### src/shared/atx_map.vh
// register bits, reset values and timing counts of the serial transmitter
`ifndef ATX_MAP_VH
`define ATX_MAP_VH

`define ATX_CW_TX_EN 0
`define ATX_CW_READBACK 1
`define ATX_CW_RX_EN 2
`define ATX_CW_SELFTEST 4
`define ATX_CW_PARITY 5
`define ATX_CW_LMATCH 7
`define ATX_CW_RESET 8'h25

`define ATX_SW_TX_READY 0
`define ATX_SW_RX_READY 1
`define ATX_SW_TX_IDLE 2
`define ATX_SW_RX_PARITY 3
`define ATX_SW_UNDERWRITE 7

`define ATX_WORD_LAST 5'h1f
`define ATX_BYTES_PER_WORD 5'h04
`define ATX_RX_BITS 6'h20
`define ATX_LABEL_SLOTS 4'h8
`define ATX_QTR_LAST 2'h3
`define ATX_GAP_QTRS_LAST 5'h0f
`define ATX_RX_GAP_QTRS 4'hc

`define ATX_FIFO_WIDTH 8
`define ATX_FIFO_DEPTH 16
`define ATX_FIFO_AW 4

`define ATX_PIN_W 18
`define ATX_PIN_IDLE 18'h3a000

`endif
### src/logic/atx_fifo.v
// transmit byte fifo with valid/ready on both sides and a fill count
module atx_fifo #(
    parameter WIDTH = 8,
    parameter DEPTH = 16,
    parameter AW = 4
) (
    input wire clk_sys,
    input wire reset_n,
    input wire flush,
    input wire in_valid,
    output wire in_ready,
    input wire [WIDTH-1:0] in_data,
    output wire out_valid,
    input wire out_ready,
    output wire [WIDTH-1:0] out_data,
    output wire [AW:0] count
);
    reg [WIDTH-1:0] mem [0:DEPTH-1];
    reg [AW-1:0] wr_ptr_reg;
    reg [AW-1:0] rd_ptr_reg;
    reg [AW:0] count_reg;
    wire push;
    wire pop;

    assign in_ready = (count_reg != DEPTH[AW:0]);
    assign out_valid = (count_reg != {(AW+1){1'b0}});
    assign push = in_valid & in_ready;
    assign pop = out_valid & out_ready;
    assign out_data = mem[rd_ptr_reg];
    assign count = count_reg;

    always @(posedge clk_sys)
    begin
        if (push)
            mem[wr_ptr_reg] <= in_data;
    end

    always @(posedge clk_sys or negedge reset_n)
    begin
        if (!reset_n)
        begin
            wr_ptr_reg <= {AW{1'b0}};
            rd_ptr_reg <= {AW{1'b0}};
            count_reg <= {(AW+1){1'b0}};
        end
        else if (flush)
        begin
            wr_ptr_reg <= {AW{1'b0}};
            rd_ptr_reg <= {AW{1'b0}};
            count_reg <= {(AW+1){1'b0}};
        end
        else
        begin
            if (push)
                wr_ptr_reg <= wr_ptr_reg + 1'b1;
            if (pop)
                rd_ptr_reg <= rd_ptr_reg + 1'b1;
            if (push & ~pop)
                count_reg <= count_reg + 1'b1;
            else if (pop & ~push)
                count_reg <= count_reg - 1'b1;
        end
    end
endmodule // atx_fifo

### src/logic/atx_sync.v
// two-stage synchroniser for a group of asynchronous pins
module atx_sync #(
    parameter W = 1,
    parameter [W-1:0] INIT = {W{1'b0}}
) (
    input wire clk_sys,
    input wire reset_n,
    input wire [W-1:0] async_in,
    output wire [W-1:0] sync_out
);
    reg [W-1:0] meta_reg;
    reg [W-1:0] sync_reg;

    always @(posedge clk_sys or negedge reset_n)
    begin
        if (!reset_n)
        begin
            meta_reg <= INIT;
            sync_reg <= INIT;
        end
        else
        begin
            meta_reg <= async_in;
            sync_reg <= meta_reg;
        end
    end

    assign sync_out = sync_reg;
endmodule // atx_sync

### src/logic/atx_top.v
// serial word transmitter with 8-bit host port, label table and loopback receiver
// Overview of operation
// - select high reaches control/status, low reaches data
// - status read clears all latched error flags
// - control register cannot be read back
// - unmatched labels give no receive indication
// - match enable rising loads next eight writes
// - readback bit rising returns next eight labels
// - self test loops internally, outputs stay null
// - parity enabled puts odd parity in bit 32
// - error output high; transmitter halts until cleared
// - late byte in 8-bit mode sets underwrite
// - word starts only while clear-to-send low
// - enable bit starts transmitter; zero disables it
// - feature select and parity bit choose mode
// - chip init sets control to 8'h25
// - active output low during each word
// - ready high when buffer accepts a byte
// - zero and one levels; both low null
// - status bits: ready 0, idle 2, underwrite 7
// - receiver waits for gap; parity error inhibits operation
// - first byte write drops active, and drops ready in 8-bit mode
`include "atx_map.vh"

module atx_top (
    input wire clk_sys,
    input wire reset_n,
    input wire cs_n,
    input wire wr_n,
    input wire rd_n,
    input wire cd_sel,
    input wire [7:0] data_in,
    output wire [7:0] data_out,
    output wire data_oe_n,
    input wire cts_n,
    input wire feature_select_pin,
    input wire chip_init_in,
    input wire tx_bit_clock_x4,
    input wire rx_zero_in,
    input wire rx_one_in,
    output wire tx_zero_level,
    output wire tx_one_level,
    output wire tx_active_n,
    output wire tx_buffer_ready,
    output wire error_flag_out,
    output wire rx_word_ready
);
    localparam TX_IDLE = 2'b00;
    localparam TX_BIT = 2'b01;
    localparam TX_GAP = 2'b10;

    wire [`ATX_PIN_W-1:0] pins_s;
    wire s_cs_n;
    wire s_wr_n;
    wire s_rd_n;
    wire s_cd;
    wire s_cts_n;
    wire s_hfs;
    wire s_init;
    wire s_txc;
    wire s_rxz;
    wire s_rxo;
    wire [7:0] s_data;

    atx_sync #(.W(`ATX_PIN_W), .INIT(`ATX_PIN_IDLE)) u_sync (
        .clk_sys(clk_sys),
        .reset_n(reset_n),
        .async_in({cs_n, wr_n, rd_n, cd_sel, cts_n, feature_select_pin, chip_init_in,
                   tx_bit_clock_x4, rx_zero_in, rx_one_in, data_in}),
        .sync_out(pins_s)
    );
    assign {s_cs_n, s_wr_n, s_rd_n, s_cd, s_cts_n, s_hfs, s_init, s_txc, s_rxz, s_rxo,
            s_data} = pins_s;

    reg wr_prev_reg;
    reg rd_prev_reg;
    reg txc_prev_reg;
    reg drive_reg;
    reg [7:0] rd_data_reg;
    reg [7:0] ctrl_reg;
    reg [3:0] lbl_load_left_reg;
    reg [2:0] lbl_load_idx_reg;
    reg [3:0] lbl_rd_left_reg;
    reg [2:0] lbl_rd_idx_reg;
    reg [7:0] label_mem [0:7];
    reg underwrite_reg;
    reg rx_par_err_reg;
    reg [1:0] tx_state_reg;
    reg [1:0] qtr_reg;
    reg [4:0] bit_idx_reg;
    reg [7:0] byte_reg;
    reg par_acc_reg;
    reg [4:0] gap_cnt_reg;
    reg tx_zero_reg;
    reg tx_one_reg;
    reg rx_prev_reg;
    reg [3:0] rx_null_reg;
    reg rx_armed_reg;
    reg [31:0] rx_shift_reg;
    reg [5:0] rx_cnt_reg;
    reg [31:0] rx_word_reg;
    reg rx_ready_reg;
    reg [1:0] rx_byte_idx_reg;

    wire host_wr = wr_prev_reg & ~s_wr_n & ~s_cs_n;
    wire host_rd = rd_prev_reg & ~s_rd_n & ~s_cs_n;
    wire ctrl_wr = host_wr & s_cd;
    wire data_wr = host_wr & ~s_cd;
    wire stat_rd = host_rd & s_cd;
    wire data_rd = host_rd & ~s_cd;
    wire tick = s_txc & ~txc_prev_reg;
    wire selftest = ctrl_reg[`ATX_CW_SELFTEST];
    wire mode32 = s_hfs & ~ctrl_reg[`ATX_CW_PARITY];
    wire par_en = s_hfs | ctrl_reg[`ATX_CW_PARITY];
    wire err_any = underwrite_reg | rx_par_err_reg;
    wire halt = ~ctrl_reg[`ATX_CW_TX_EN] | err_any;

    wire fifo_in_ready;
    wire fifo_valid;
    wire [7:0] fifo_data;
    wire [`ATX_FIFO_AW:0] fifo_count;
    wire fifo_pop;
    wire fifo_push;
    wire words_avail;
    wire tx_start;
    wire byte_edge;
    wire bitval;
    wire drive_bit;
    wire zero_int;
    wire one_int;

    assign tx_buffer_ready = mode32 ? fifo_in_ready : ~fifo_valid;
    assign fifo_push = data_wr & (lbl_load_left_reg == 4'h0) & tx_buffer_ready;
    assign words_avail = mode32 ? (fifo_count >= `ATX_BYTES_PER_WORD) : fifo_valid;
    assign tx_start = (tx_state_reg == TX_IDLE) & ~halt & ~s_cts_n & words_avail;
    assign byte_edge = (tx_state_reg == TX_BIT) & tick & (qtr_reg == `ATX_QTR_LAST)
                       & (bit_idx_reg[2:0] == 3'h7) & (bit_idx_reg != `ATX_WORD_LAST) & ~halt;
    assign fifo_pop = tx_start | (byte_edge & fifo_valid);

    atx_fifo #(.WIDTH(`ATX_FIFO_WIDTH), .DEPTH(`ATX_FIFO_DEPTH), .AW(`ATX_FIFO_AW)) u_fifo (
        .clk_sys(clk_sys),
        .reset_n(reset_n),
        .flush(s_init),
        .in_valid(fifo_push),
        .in_ready(fifo_in_ready),
        .in_data(s_data),
        .out_valid(fifo_valid),
        .out_ready(fifo_pop),
        .out_data(fifo_data),
        .count(fifo_count)
    );

    // last bit carries parity or plain data
    assign bitval = (bit_idx_reg == `ATX_WORD_LAST) ?
                    (par_en ? ~par_acc_reg : byte_reg[7]) : byte_reg[bit_idx_reg[2:0]];
    assign drive_bit = (tx_state_reg == TX_BIT) & ~qtr_reg[1];
    assign zero_int = drive_bit & ~bitval;
    assign one_int = drive_bit & bitval;
    assign tx_zero_level = tx_zero_reg;
    assign tx_one_level = tx_one_reg;
    assign tx_active_n = ~((tx_state_reg == TX_BIT) | fifo_valid);
    assign error_flag_out = err_any;
    assign data_out = rd_data_reg;
    assign data_oe_n = ~drive_reg;
    assign rx_word_ready = rx_ready_reg;

    wire [7:0] status_word;
    assign status_word = {underwrite_reg, 3'h0, rx_par_err_reg, tx_active_n,
                          rx_ready_reg, tx_buffer_ready};

    // receiver inputs, looped from the transmitter in self test
    wire rx_z = selftest ? zero_int : s_rxz;
    wire rx_o = selftest ? one_int : s_rxo;
    wire rx_lvl = rx_z | rx_o;
    wire rx_gap_hit = tick & ~rx_lvl & (rx_null_reg == `ATX_RX_GAP_QTRS - 4'h1);
    wire [7:0] lbl_hit;
    genvar g;
    generate
        for (g = 0; g < 8; g = g + 1)
        begin : g_match
            assign lbl_hit[g] = (label_mem[g] == rx_shift_reg[7:0]);
        end
    endgenerate
    wire lmatch_on = s_hfs & ctrl_reg[`ATX_CW_LMATCH];
    wire rx_match = ~lmatch_on | (|lbl_hit);
    wire rx_done = rx_gap_hit & (rx_cnt_reg == `ATX_RX_BITS) & rx_match;

    // host port: strobes, control write, label table, reads
    always @(posedge clk_sys or negedge reset_n)
    begin
        if (!reset_n)
        begin
            wr_prev_reg <= 1'b1;
            rd_prev_reg <= 1'b1;
            txc_prev_reg <= 1'b0;
            drive_reg <= 1'b0;
            rd_data_reg <= 8'h00;
            ctrl_reg <= `ATX_CW_RESET;
            lbl_load_left_reg <= 4'h0;
            lbl_load_idx_reg <= 3'h0;
            lbl_rd_left_reg <= 4'h0;
            lbl_rd_idx_reg <= 3'h0;
        end
        else
        begin
            wr_prev_reg <= s_wr_n;
            rd_prev_reg <= s_rd_n;
            txc_prev_reg <= s_txc;
            drive_reg <= ~s_cs_n & ~s_rd_n & ~rd_prev_reg | drive_reg & ~s_cs_n & ~s_rd_n;
            if (s_init)
            begin
                ctrl_reg <= `ATX_CW_RESET;
                lbl_load_left_reg <= 4'h0;
                lbl_rd_left_reg <= 4'h0;
            end
            else
            begin
                if (ctrl_wr)
                begin
                    ctrl_reg <= s_data;
                    if (s_hfs & ~ctrl_reg[`ATX_CW_LMATCH] & s_data[`ATX_CW_LMATCH])
                    begin
                        lbl_load_left_reg <= `ATX_LABEL_SLOTS;
                        lbl_load_idx_reg <= 3'h0;
                    end
                    if (s_hfs & ~ctrl_reg[`ATX_CW_READBACK] & s_data[`ATX_CW_READBACK])
                    begin
                        lbl_rd_left_reg <= `ATX_LABEL_SLOTS;
                        lbl_rd_idx_reg <= 3'h0;
                    end
                end
                else if (data_wr & (lbl_load_left_reg != 4'h0))
                begin
                    lbl_load_left_reg <= lbl_load_left_reg - 4'h1;
                    lbl_load_idx_reg <= lbl_load_idx_reg + 3'h1;
                end
                if (stat_rd)
                    rd_data_reg <= status_word;
                else if (data_rd & (lbl_rd_left_reg != 4'h0))
                begin
                    rd_data_reg <= label_mem[lbl_rd_idx_reg];
                    lbl_rd_left_reg <= lbl_rd_left_reg - 4'h1;
                    lbl_rd_idx_reg <= lbl_rd_idx_reg + 3'h1;
                end
                else if (data_rd)
                    rd_data_reg <= rx_word_reg[{rx_byte_idx_reg, 3'h0} +: 8];
            end
        end
    end

    always @(posedge clk_sys)
    begin
        if (data_wr & (lbl_load_left_reg != 4'h0) & ~s_init)
            label_mem[lbl_load_idx_reg] <= s_data;
    end

    // error flags: a new event beats the clearing read
    always @(posedge clk_sys or negedge reset_n)
    begin
        if (!reset_n)
        begin
            underwrite_reg <= 1'b0;
            rx_par_err_reg <= 1'b0;
        end
        else if (s_init)
        begin
            underwrite_reg <= 1'b0;
            rx_par_err_reg <= 1'b0;
        end
        else
        begin
            if (byte_edge & ~fifo_valid & ~mode32)
                underwrite_reg <= 1'b1;
            else if (stat_rd)
                underwrite_reg <= 1'b0;
            if (rx_done & par_en & ~(^rx_shift_reg))
                rx_par_err_reg <= 1'b1;
            else if (stat_rd)
                rx_par_err_reg <= 1'b0;
        end
    end

    // transmit sequencer, four quarter ticks per bit
    always @(posedge clk_sys or negedge reset_n)
    begin
        if (!reset_n)
        begin
            tx_state_reg <= TX_IDLE;
            qtr_reg <= 2'h0;
            bit_idx_reg <= 5'h00;
            byte_reg <= 8'h00;
            par_acc_reg <= 1'b0;
            gap_cnt_reg <= 5'h00;
            tx_zero_reg <= 1'b0;
            tx_one_reg <= 1'b0;
        end
        else if (s_init)
        begin
            tx_state_reg <= TX_IDLE;
            tx_zero_reg <= 1'b0;
            tx_one_reg <= 1'b0;
        end
        else
        begin
            tx_zero_reg <= zero_int & ~selftest;
            tx_one_reg <= one_int & ~selftest;
            case (tx_state_reg)
                TX_IDLE:
                begin
                    if (tx_start)
                    begin
                        tx_state_reg <= TX_BIT;
                        byte_reg <= fifo_data;
                        bit_idx_reg <= 5'h00;
                        qtr_reg <= 2'h0;
                        par_acc_reg <= 1'b0;
                    end
                end
                TX_BIT:
                begin
                    if (halt)
                    begin
                        tx_state_reg <= TX_GAP;
                        gap_cnt_reg <= 5'h00;
                    end
                    else if (tick)
                    begin
                        qtr_reg <= qtr_reg + 2'h1;
                        if (qtr_reg == `ATX_QTR_LAST)
                        begin
                            par_acc_reg <= par_acc_reg ^ bitval;
                            bit_idx_reg <= bit_idx_reg + 5'h01;
                            if (bit_idx_reg == `ATX_WORD_LAST)
                            begin
                                tx_state_reg <= TX_GAP;
                                gap_cnt_reg <= 5'h00;
                            end
                            else if (byte_edge & fifo_valid)
                                byte_reg <= fifo_data;
                            else if (byte_edge)
                            begin
                                tx_state_reg <= TX_GAP;
                                gap_cnt_reg <= 5'h00;
                            end
                        end
                    end
                end
                TX_GAP:
                begin
                    if (tick)
                    begin
                        gap_cnt_reg <= gap_cnt_reg + 5'h01;
                        if (gap_cnt_reg == `ATX_GAP_QTRS_LAST)
                            tx_state_reg <= TX_IDLE;
                    end
                end
                default:
                    tx_state_reg <= TX_IDLE;
            endcase
        end
    end

    // receiver: gap detection, bit capture, label filter
    always @(posedge clk_sys or negedge reset_n)
    begin
        if (!reset_n)
        begin
            rx_prev_reg <= 1'b0;
            rx_null_reg <= 4'h0;
            rx_armed_reg <= 1'b0;
            rx_shift_reg <= 32'h0000_0000;
            rx_cnt_reg <= 6'h00;
            rx_word_reg <= 32'h0000_0000;
            rx_ready_reg <= 1'b0;
            rx_byte_idx_reg <= 2'h0;
        end
        else if (s_init)
        begin
            rx_armed_reg <= 1'b0;
            rx_null_reg <= 4'h0;
            rx_cnt_reg <= 6'h00;
            rx_ready_reg <= 1'b0;
            rx_byte_idx_reg <= 2'h0;
        end
        else
        begin
            rx_prev_reg <= rx_lvl;
            if (rx_lvl)
                rx_null_reg <= 4'h0;
            else if (tick & (rx_null_reg != `ATX_RX_GAP_QTRS))
                rx_null_reg <= rx_null_reg + 4'h1;
            if (rx_gap_hit)
            begin
                rx_armed_reg <= 1'b1;
                rx_cnt_reg <= 6'h00;
            end
            else if (rx_lvl & ~rx_prev_reg & rx_armed_reg & ctrl_reg[`ATX_CW_RX_EN]
                     & ~rx_par_err_reg & (rx_cnt_reg != `ATX_RX_BITS))
            begin
                rx_shift_reg <= {rx_o, rx_shift_reg[31:1]};
                rx_cnt_reg <= rx_cnt_reg + 6'h01;
            end
            if (rx_done)
            begin
                rx_word_reg <= rx_shift_reg;
                rx_ready_reg <= 1'b1;
                rx_byte_idx_reg <= 2'h0;
            end
            else if (data_rd & (lbl_rd_left_reg == 4'h0))
            begin
                rx_byte_idx_reg <= rx_byte_idx_reg + 2'h1;
                if (rx_byte_idx_reg == 2'h3)
                    rx_ready_reg <= 1'b0;
            end
        end
    end
endmodule // atx_top

### config.mk
export PLATFORM = sky130hd
export DESIGN_NAME = atx_top
export DESIGN_NICKNAME = d
export VERILOG_FILES = /design/src/logic/atx_fifo.v /design/src/logic/atx_sync.v /design/src/logic/atx_top.v
export VERILOG_INCLUDE_DIRS = /design/src /design/src/shared
export SDC_FILE = /design/constraint.sdc
export NUM_CORES = 1
export LEC_CHECK = 0
export BUFFER_PORTS_ARGS = -buffer_cell sky130_fd_sc_hd__buf_2
export CAP_MARGIN = 20
export CORE_ASPECT_RATIO = 0.9
export CORE_MARGIN = 2
export CORE_UTILIZATION = 25
export CTS_CLUSTER_SIZE = 28
export DETAILED_ROUTE_END_ITERATION = 12
export GPL_TIMING_DRIVEN = 0
export PLACE_DENSITY_LB_ADDON = 0.2
export RECOVER_POWER = 25
export REMOVE_ABC_BUFFERS = 1
export SLEW_MARGIN = 15
export SYNTH_ARGS = -nofsm -noshare
export SYNTH_HDL_FRONTEND = slang
export SYNTH_SLANG_ARGS = --single-unit
### constraint.sdc
create_clock -name clk_sys -period 6.3 [get_ports clk_sys]
set_input_delay 0.315 -clock clk_sys [delete_from_list [all_inputs] [get_ports clk_sys]]
set_output_delay 0.315 -clock clk_sys [all_outputs]
set_load 0.03 [all_outputs]
# Word level (Yosys, flattened, before mapping)
# Memories as Yosys holds them, arrays and structs flattened.
# Index checks and enable logic that the tools add are counted.
[op_classes]
n_mux = 102
magnitude_cmp = 2
shift = 1
n_addsub = 14
n_eq_ne = 41
bitwise = 95
reduce_logical = 35
[op_table]
columns = ["cell", "count"]
rows = [
  ["$mux 8", 11],
  ["$mux 5", 14],
  ["$eq 8x8->1", 8],
  ["$mux 4", 16],
  ["$and 1x1->1", 57],
  ["$mux 2", 16],
  ["$reduce_xor 32->1", 1],
  ["$shiftx 32x6->8", 1],
  ["$not 1->1", 29],
  ["$mux 1", 28],
  ["$reduce_bool 3->1", 9],
  ["$mux 3", 7],
  ["$pmux 5 s2", 2],
  ["$mux 6", 3],
  ["$pmux 8 s2", 1],
  ["$add 5x1->5 const B", 3],
  ["$reduce_and 7->1", 2],
  ["$reduce_bool 2->1", 7],
  ["$add 4x1->4 const B", 3],
  ["$ne 3x2->1 const B", 4],
  ["$ne 2x2->1 const B", 5],
  ["$ne 5x5->1 const B", 2],
  ["$logic_not 4->1", 2],
  ["$ne 4x3->1 const B", 2],
  ["37 further kinds", 57],
]
[word_totals]
elab_cells = 325
input_bits = 20
output_inout_bits = 15
ff_bits = 189
ramBits = 192
n_memories = 2
[mem_list]
columns = ["memory", "words", "width", "read_ports", "rd_clocked_by_memory_dff", "wr", "line_no", "source"]
rows = [
  ["u_fifo.mem", 16, 8, 1, 0, 1, "atx_fifo.v:18", "reg [WIDTH-1:0] mem [0:DEPTH-1];"],
  ["label_mem", 8, 8, 9, 0, 1, "atx_top.v:85", "reg [7:0] label_mem [0:7];"],
]

# Logic depth before layout (Yosys ltp)
[logic_depth]
depth_word = 16
depth_mapped = 14
ltp_nobuf = 14

# By module
# From an unflattened synthesis, not the netlist that was laid out.
[hier_totals]
hier_cells = 1121
hier_area_um2 = 16940.0
[modules_own_cells]
columns = ["module", "cells_each", "instances", "area_each_um2"]
rows = [
  ["atx_top", 792, 1, 10107.2],
  ["atx_fifo", 293, 1, 5921.9],
  ["atx_sync", 36, 1, 910.9],
]

# Worst setup path after synthesis
# No wires, ideal clock.
[synth_timing]
kind = "register to register"
startpoint = "register u_fifo.count_reg[0] (netlist: u_fifo.count[0])"
endpoint = "register u_fifo.count_reg[4] (netlist: u_fifo.count[4])"
t_arrival_ps = 3256
setup_ps = 132
setup_slack_ps = 2912
n_path_buf = 1
required_time_ps = 6168
path_stages_with_launch = 13
cell_sequence = "dfrtp_1 > nor4_1 > mux2i_1 > and3_1 > buf_2 > nand2b_1 > fa_1 > a21o_1 > a21oi_1 > nor2b_1 > mux2i_1 > xor2_1 > nor2_1"
[synth_via]
word_cells_on_any_way = 22
cone_classes = "2 x add/sub; 1 x order compare; 1 x eq/ne; 5 x mux; 11 x bitwise; 2 x reduce/logical"
[synth_lines]
columns = ["element", "line_no", "source"]
rows = [
  ["from (decl)", "atx_fifo.v:21", "reg [AW:0] count_reg;"],
  ["from (signal assigned)", "atx_fifo.v:44", "count_reg <= {(AW+1){1'b0}};"],
  ["from (signal assigned)", "atx_fifo.v:50", "count_reg <= {(AW+1){1'b0}};"],
  ["from (signal assigned)", "atx_fifo.v:59", "count_reg <= count_reg + 1'b1;"],
  ["$reduce_bool 5->1", "atx_fifo.v:26", "assign out_valid = (count_reg != {(AW+1){1'b0}});"],
  ["$not 1->1", "atx_top.v:132", "assign tx_buffer_ready = mode32 ? fifo_in_ready : ~fifo_valid;"],
  ["$mux 1 *", "atx_top.v:132", ""],
  ["named net tx_buffer_ready", "atx_top.v:44", "output wire tx_buffer_ready,"],
  ["$and 1x1->1 *", "atx_top.v:133", "assign fifo_push = data_wr & (lbl_load_left_reg == 4'h0) & tx_buffer_ready;"],
  ["$and 1x1->1 *", "atx_fifo.v:27", "assign push = in_valid & in_ready;"],
  ["$and 1x1->1 / $not 1->1 (equally long branches)", "atx_fifo.v:58, atx_fifo.v:60", ""],
  ["$mux 5 / $and 1x1->1 (equally long branches)", "atx_fifo.v:58, atx_fifo.v:60", ""],
  ["$mux 5 / $reduce_bool 3->1 (equally long branches)", "n/a", ""],
]
# Mark *: on every way through the listed nets, which the timed path passes. The rest lies on a longest branch. The select of a mux whose other input is x is not followed.
# A chain may end at the register's enable or synchronous reset.

# Worst setup path after layout
[layout_timing]
startpoint = "register u_fifo.count_reg[0] (netlist: u_fifo.count[0])"
endpoint = "register u_fifo.count_reg[4] (netlist: u_fifo.count[4])"
[layout_via]
elab_chain_cells = 9
word_cells_on_any_way = 22
cone_classes = "2 x add/sub; 1 x order compare; 1 x eq/ne; 5 x mux; 11 x bitwise; 2 x reduce/logical"
[layout_rtl]
columns = ["element", "line_no", "source"]
rows = [
  ["$ge 5x3->1 (no source line) / $reduce_bool 5->1 (equally long branches)", "n/a", ""],
  ["$mux 1", "atx_top.v:134", "assign words_avail = mode32 ? (fifo_count >= `ATX_BYTES_PER_WORD) : fifo_valid;"],
  ["$and 1x1->1", "atx_top.v:135", "assign tx_start = (tx_state_reg == TX_IDLE) & ~halt & ~s_cts_n & words_avail;"],
  ["$or 1x1->1", "atx_top.v:138", "assign fifo_pop = tx_start | (byte_edge & fifo_valid);"],
  ["$and 1x1->1", "atx_fifo.v:28", "assign pop = out_valid & out_ready;"],
  ["$not 1->1", "atx_fifo.v:58", "if (push & ~pop)"],
  ["$and 1x1->1", "atx_fifo.v:58", ""],
  ["$mux 5", "atx_fifo.v:58", ""],
  ["$mux 5", "atx_fifo.v:46", "else if (flush)"],
]
# Parallel ways exist; a longest one is shown, timed or not. The select of a mux whose other input is x is not followed.

==> impl_results.md <==
* Outcome: complete, but fails checks
* Violated checks: max-capacitance violations, max-slew violations
* FF-to-FF path depth at 11
* Max stage delay cell, worst path: and3_1
* Mapped Avg Cell Area at 15.2 sq um
* Leakage Power at 7.23 nW
* Critical path class: register to register
* Hold_sp: u_sync.meta_reg[10]$_DFF_PN0_
* Avg Vias per Cell at 4.41
* WHS at 0.346 ns
* Post-synth ARST share at 49.3%
* Nets at 1,203
* P per Cell Area at 314 mW/mm^2
* Pre-Repair DR Iteration Count at 5
* Port Buf Inserts at 34
* Max FO, Critical Path at 11
* Clk root buf: clkbuf_16
* Setup WS pre-CTS at 2.64 ns
* Setup TNS at 0 ns
* Critical Path, Cell by Cell: nor4_1 > mux2i_1 > and3_1 > nand2b_1 > fa_1 > a21o_1 > a21oi_1 > nor2b_1 > mux2i_1 > xor2_1 > nor2_1
* Total GRT Usage at 11.5%
* FF-to-FF End: u_fifo.count[4]$_DFFE_PN0P_
* PnR worst setup slack at 2.69 ns
* Ant diodes at 0
* Tmin final at 3.61 ns
* Total grt overflow at 0
* Number of buffers created by CTS at 43
* Io pins at 35
* Longest Clk Path Bufs at 3
* Commonest register cell after synthesis: edfxtp_1
* Clock slew at reported path FFs at 0.06 ns
* CTS tree: built
* Element type at the critical path end: register
* Top flop regs: u_fifo.mem x128, label_mem x64
* # rows at 89
* WL final at 39,200 um
* Count of flip-flops with a built-in enable after synthesis at 192
* Synth cell types at 71
* Initial antenna violation count at 0
* Yosys warnings at 0
* Max FFs per register at 128
* CTS Sinks at 379
* CP most frequent cell: mux2i_1
* Fin util at 29.7%
* Worst slew pin tran at 2.05 ns
* Synth Instances at 1,096
* Final Max Slew Viols at 35
* Max rail drop VDD at 0.191 mV
* Vert. Die Dim at 249 um
* Sequential area share after synthesis at 62.6%
* Hold depth at 0
* Die area at 0.0689 sq mm
* Initial core utilization at 25.4%
* CP endpoint: u_fifo.count[4]$_DFFE_PN0P_
* Vias in the first global route at 9,469
* CP arrival at 4.06 ns
* Seq cells post-synth at 379
* Hold Fails Final Rpt at 0
* Min-Delay Path Class: register to register
* Max_cap viols at 1
* Die W at 277 um
* Launch point of the worst path: u_fifo.count[0]$_DFFE_PN0P_
* First-pass GRT wire length at 61,000 um
* Residual DRC count at 0
* Mapped Area at 0.0167 sq mm
* Wire length per cell at 19.1 um
* H-Tree Depth at 2
* Final setup violation count at 0
* Routability Congestion at 0.748
* Later-pin clock latency in the skew report at 0.58 ns
* Largest net degree at the start of global routing at 88
* Dpl hpwl at 25,700 um
* Slew HR at -36.9%
* R2R Path Start: u_fifo.count[0]$_DFFE_PN0P_
* Critical Path Max Stage Delay at 0.57 ns
* Layout cells sized above 1 at 24.0%
* Syn-to-layout area delta at 16.8%
* Fin crit share at 57.3%
* Critical Path RT at 6.75 ns
* Setup Skew at 0.0221 ns
* Reg2reg setup slack at 2.69 ns
* RSZ-0062 raised after global routing: false
* Most flops, register: u_fifo.mem
* 1st-iter DRT viols at 592
* Post-route ant nets at 0
* F_max at 277 MHz
* Via count at 9,065
* Core Region at 0.0658 sq mm
* CP Launch Type: register
cell usage in the layout, fill, tap and decap left out, drive strengths merged, types with 9 or more instances in the layout:
cell	n
dfrtp	174
nand4	13
nor3	24
nand2b	9
buf	38
nand3	10
xnor2	57
nor4	15
inv	29
edfxtp	192
xor2	54
ha	27
o21ai	27
clkbuf	71
mux4	66
a21oi	24
nor2	63
dlygate4sd3	19
mux2	73
nand2	66
mux2i	22
dfstp	13
metal layers:
metal | track usage [%] | vias to the layer above | part of all wire (%)
met3 | 1.94 | 42 | 4.2
met1 | 17.8 | 4688 | 52
met4 | 2.79 | 0 | 1.6
met5 | 0 | - | 0
met2 | 16.5 | 159 | 42
li1 | - | 4176 | -
cells by family after synthesis:
family	count (synthesis)	synth area share, %
mux	161	15.5
compound gates	95	3.82
buf+inv	77	2.34
flops	379	62.6
fa+ha+maj	28	2.14
xor+xnor	111	5.91
simple gates	245	7.65
worst max-delay path: cells and delay by family, from the launching register on:
kind	cells	cell delay, ns
AO/OA/AOI/OAI	2	0.33
XOR/XNOR	1	0.14
adder cells (fa/ha/maj)	1	0.45
flip-flops	1	0.45
multiplexers	2	0.65
AND/OR/NAND/NOR	5	1.46
cell usage after synthesis, drive strengths merged (2+ instances only):
| library cell | n | area [sq um] |
|---|---|---|
| or3 | 3 | 18.8 |
| nor3 | 24 | 143 |
| a21oi | 24 | 124 |
| inv | 26 | 97.6 |
| dfrtp | 174 | 4350 |
| a31oi | 3 | 18.8 |
| nor2b | 8 | 50.1 |
| nor4 | 15 | 124 |
| dfstp | 13 | 342 |
| o31ai | 2 | 15.0 |
| mux4 | 66 | 1490 |
| and2b | 3 | 23.8 |
| o21a | 3 | 22.5 |
| nor2 | 63 | 241 |
| nand4 | 13 | 87.6 |
| o211ai | 2 | 20.0 |
| nand3 | 10 | 50.1 |
| clkbuf | 18 | 67.6 |
| ha | 27 | 338 |
| nand2 | 66 | 250 |
| a211oi | 7 | 52.6 |
| o22ai | 3 | 18.8 |
| xnor2 | 57 | 499 |
| o21ai | 27 | 135 |
| edfxtp | 192 | 5770 |
| nor3b | 8 | 60.1 |
| mux2i | 22 | 220 |
| and3 | 4 | 25.0 |
| a2111oi | 2 | 17.5 |
| o2bb2ai | 3 | 26.3 |
| nor4b | 2 | 17.5 |
| a22o | 8 | 70.1 |
| nand3b | 2 | 15.0 |
| or2 | 4 | 25.0 |
| buf | 33 | 226 |
| a21o | 3 | 22.5 |
| mux2 | 73 | 890 |
| xor2 | 54 | 488 |
| nand2b | 9 | 58.8 |
| and2 | 3 | 18.8 |
| or4 | 2 | 15.0 |
what timing repair did:
item                                    in CTS  in global routing
endpoints found under the setup margin       0                  0
buffers inserted                             0                  0
hold buffers                                19                  0
endpoints found under the hold margin      115                  0
gates resized for setup                      0                  0
stage by stage:
step | power [mW] | instance area [sq um] | instances
4_1_cts | 6.25 | 19500 | 2052
2_1_floorplan | 3.44 | 16400 | 1045
6_report | 6.14 | 19500 | 2054
5_1_grt | 6.43 | 19500 | 2054
3_5_place_dp | 3.73 | 18000 | 1953
3_3_place_gp | 3.71 | 17700 | 1943
layout make-up:
class,instances,area (sq um)
fillers,6535,46300
flip-flops and latches,379,10500
multi-input cells,640,5940
clock buffers,63,1210
well taps,864,1080
repair buffers,65,551
clock inverters,17,171
inverters,26,97.6
where the power goes:
part           total, mW  switching, mW  internal [mW]  leakage (nW)
registers           2.87          0.164           2.70          4.18
logic              0.804          0.403          0.401          2.40
clock network       2.47           1.04           1.43         0.660
worst min-delay path by stage:
| stage | end | slack, ns |
|---|---|---|
| 5_1_grt | u_sync.sync_out[14]$_DFF_PN0_ | 0.35 |
| 6_report | u_sync.sync_out[10]$_DFF_PN0_ | 0.35 |
| 4_1_cts | rx_word_reg[27]$_DFFE_PN0P_ | 0.18 |
| 3_3_place_gp | u_sync.sync_out[14]$_DFF_PN0_ | 0.33 |
| 3_5_place_dp | rx_word_reg[27]$_DFFE_PN0P_ | 0.21 |
| 2_1_floorplan | bit_idx_reg[0]$_DFFE_PN0P_ | 0.02 |
Power figures use the tool's default switching activity.
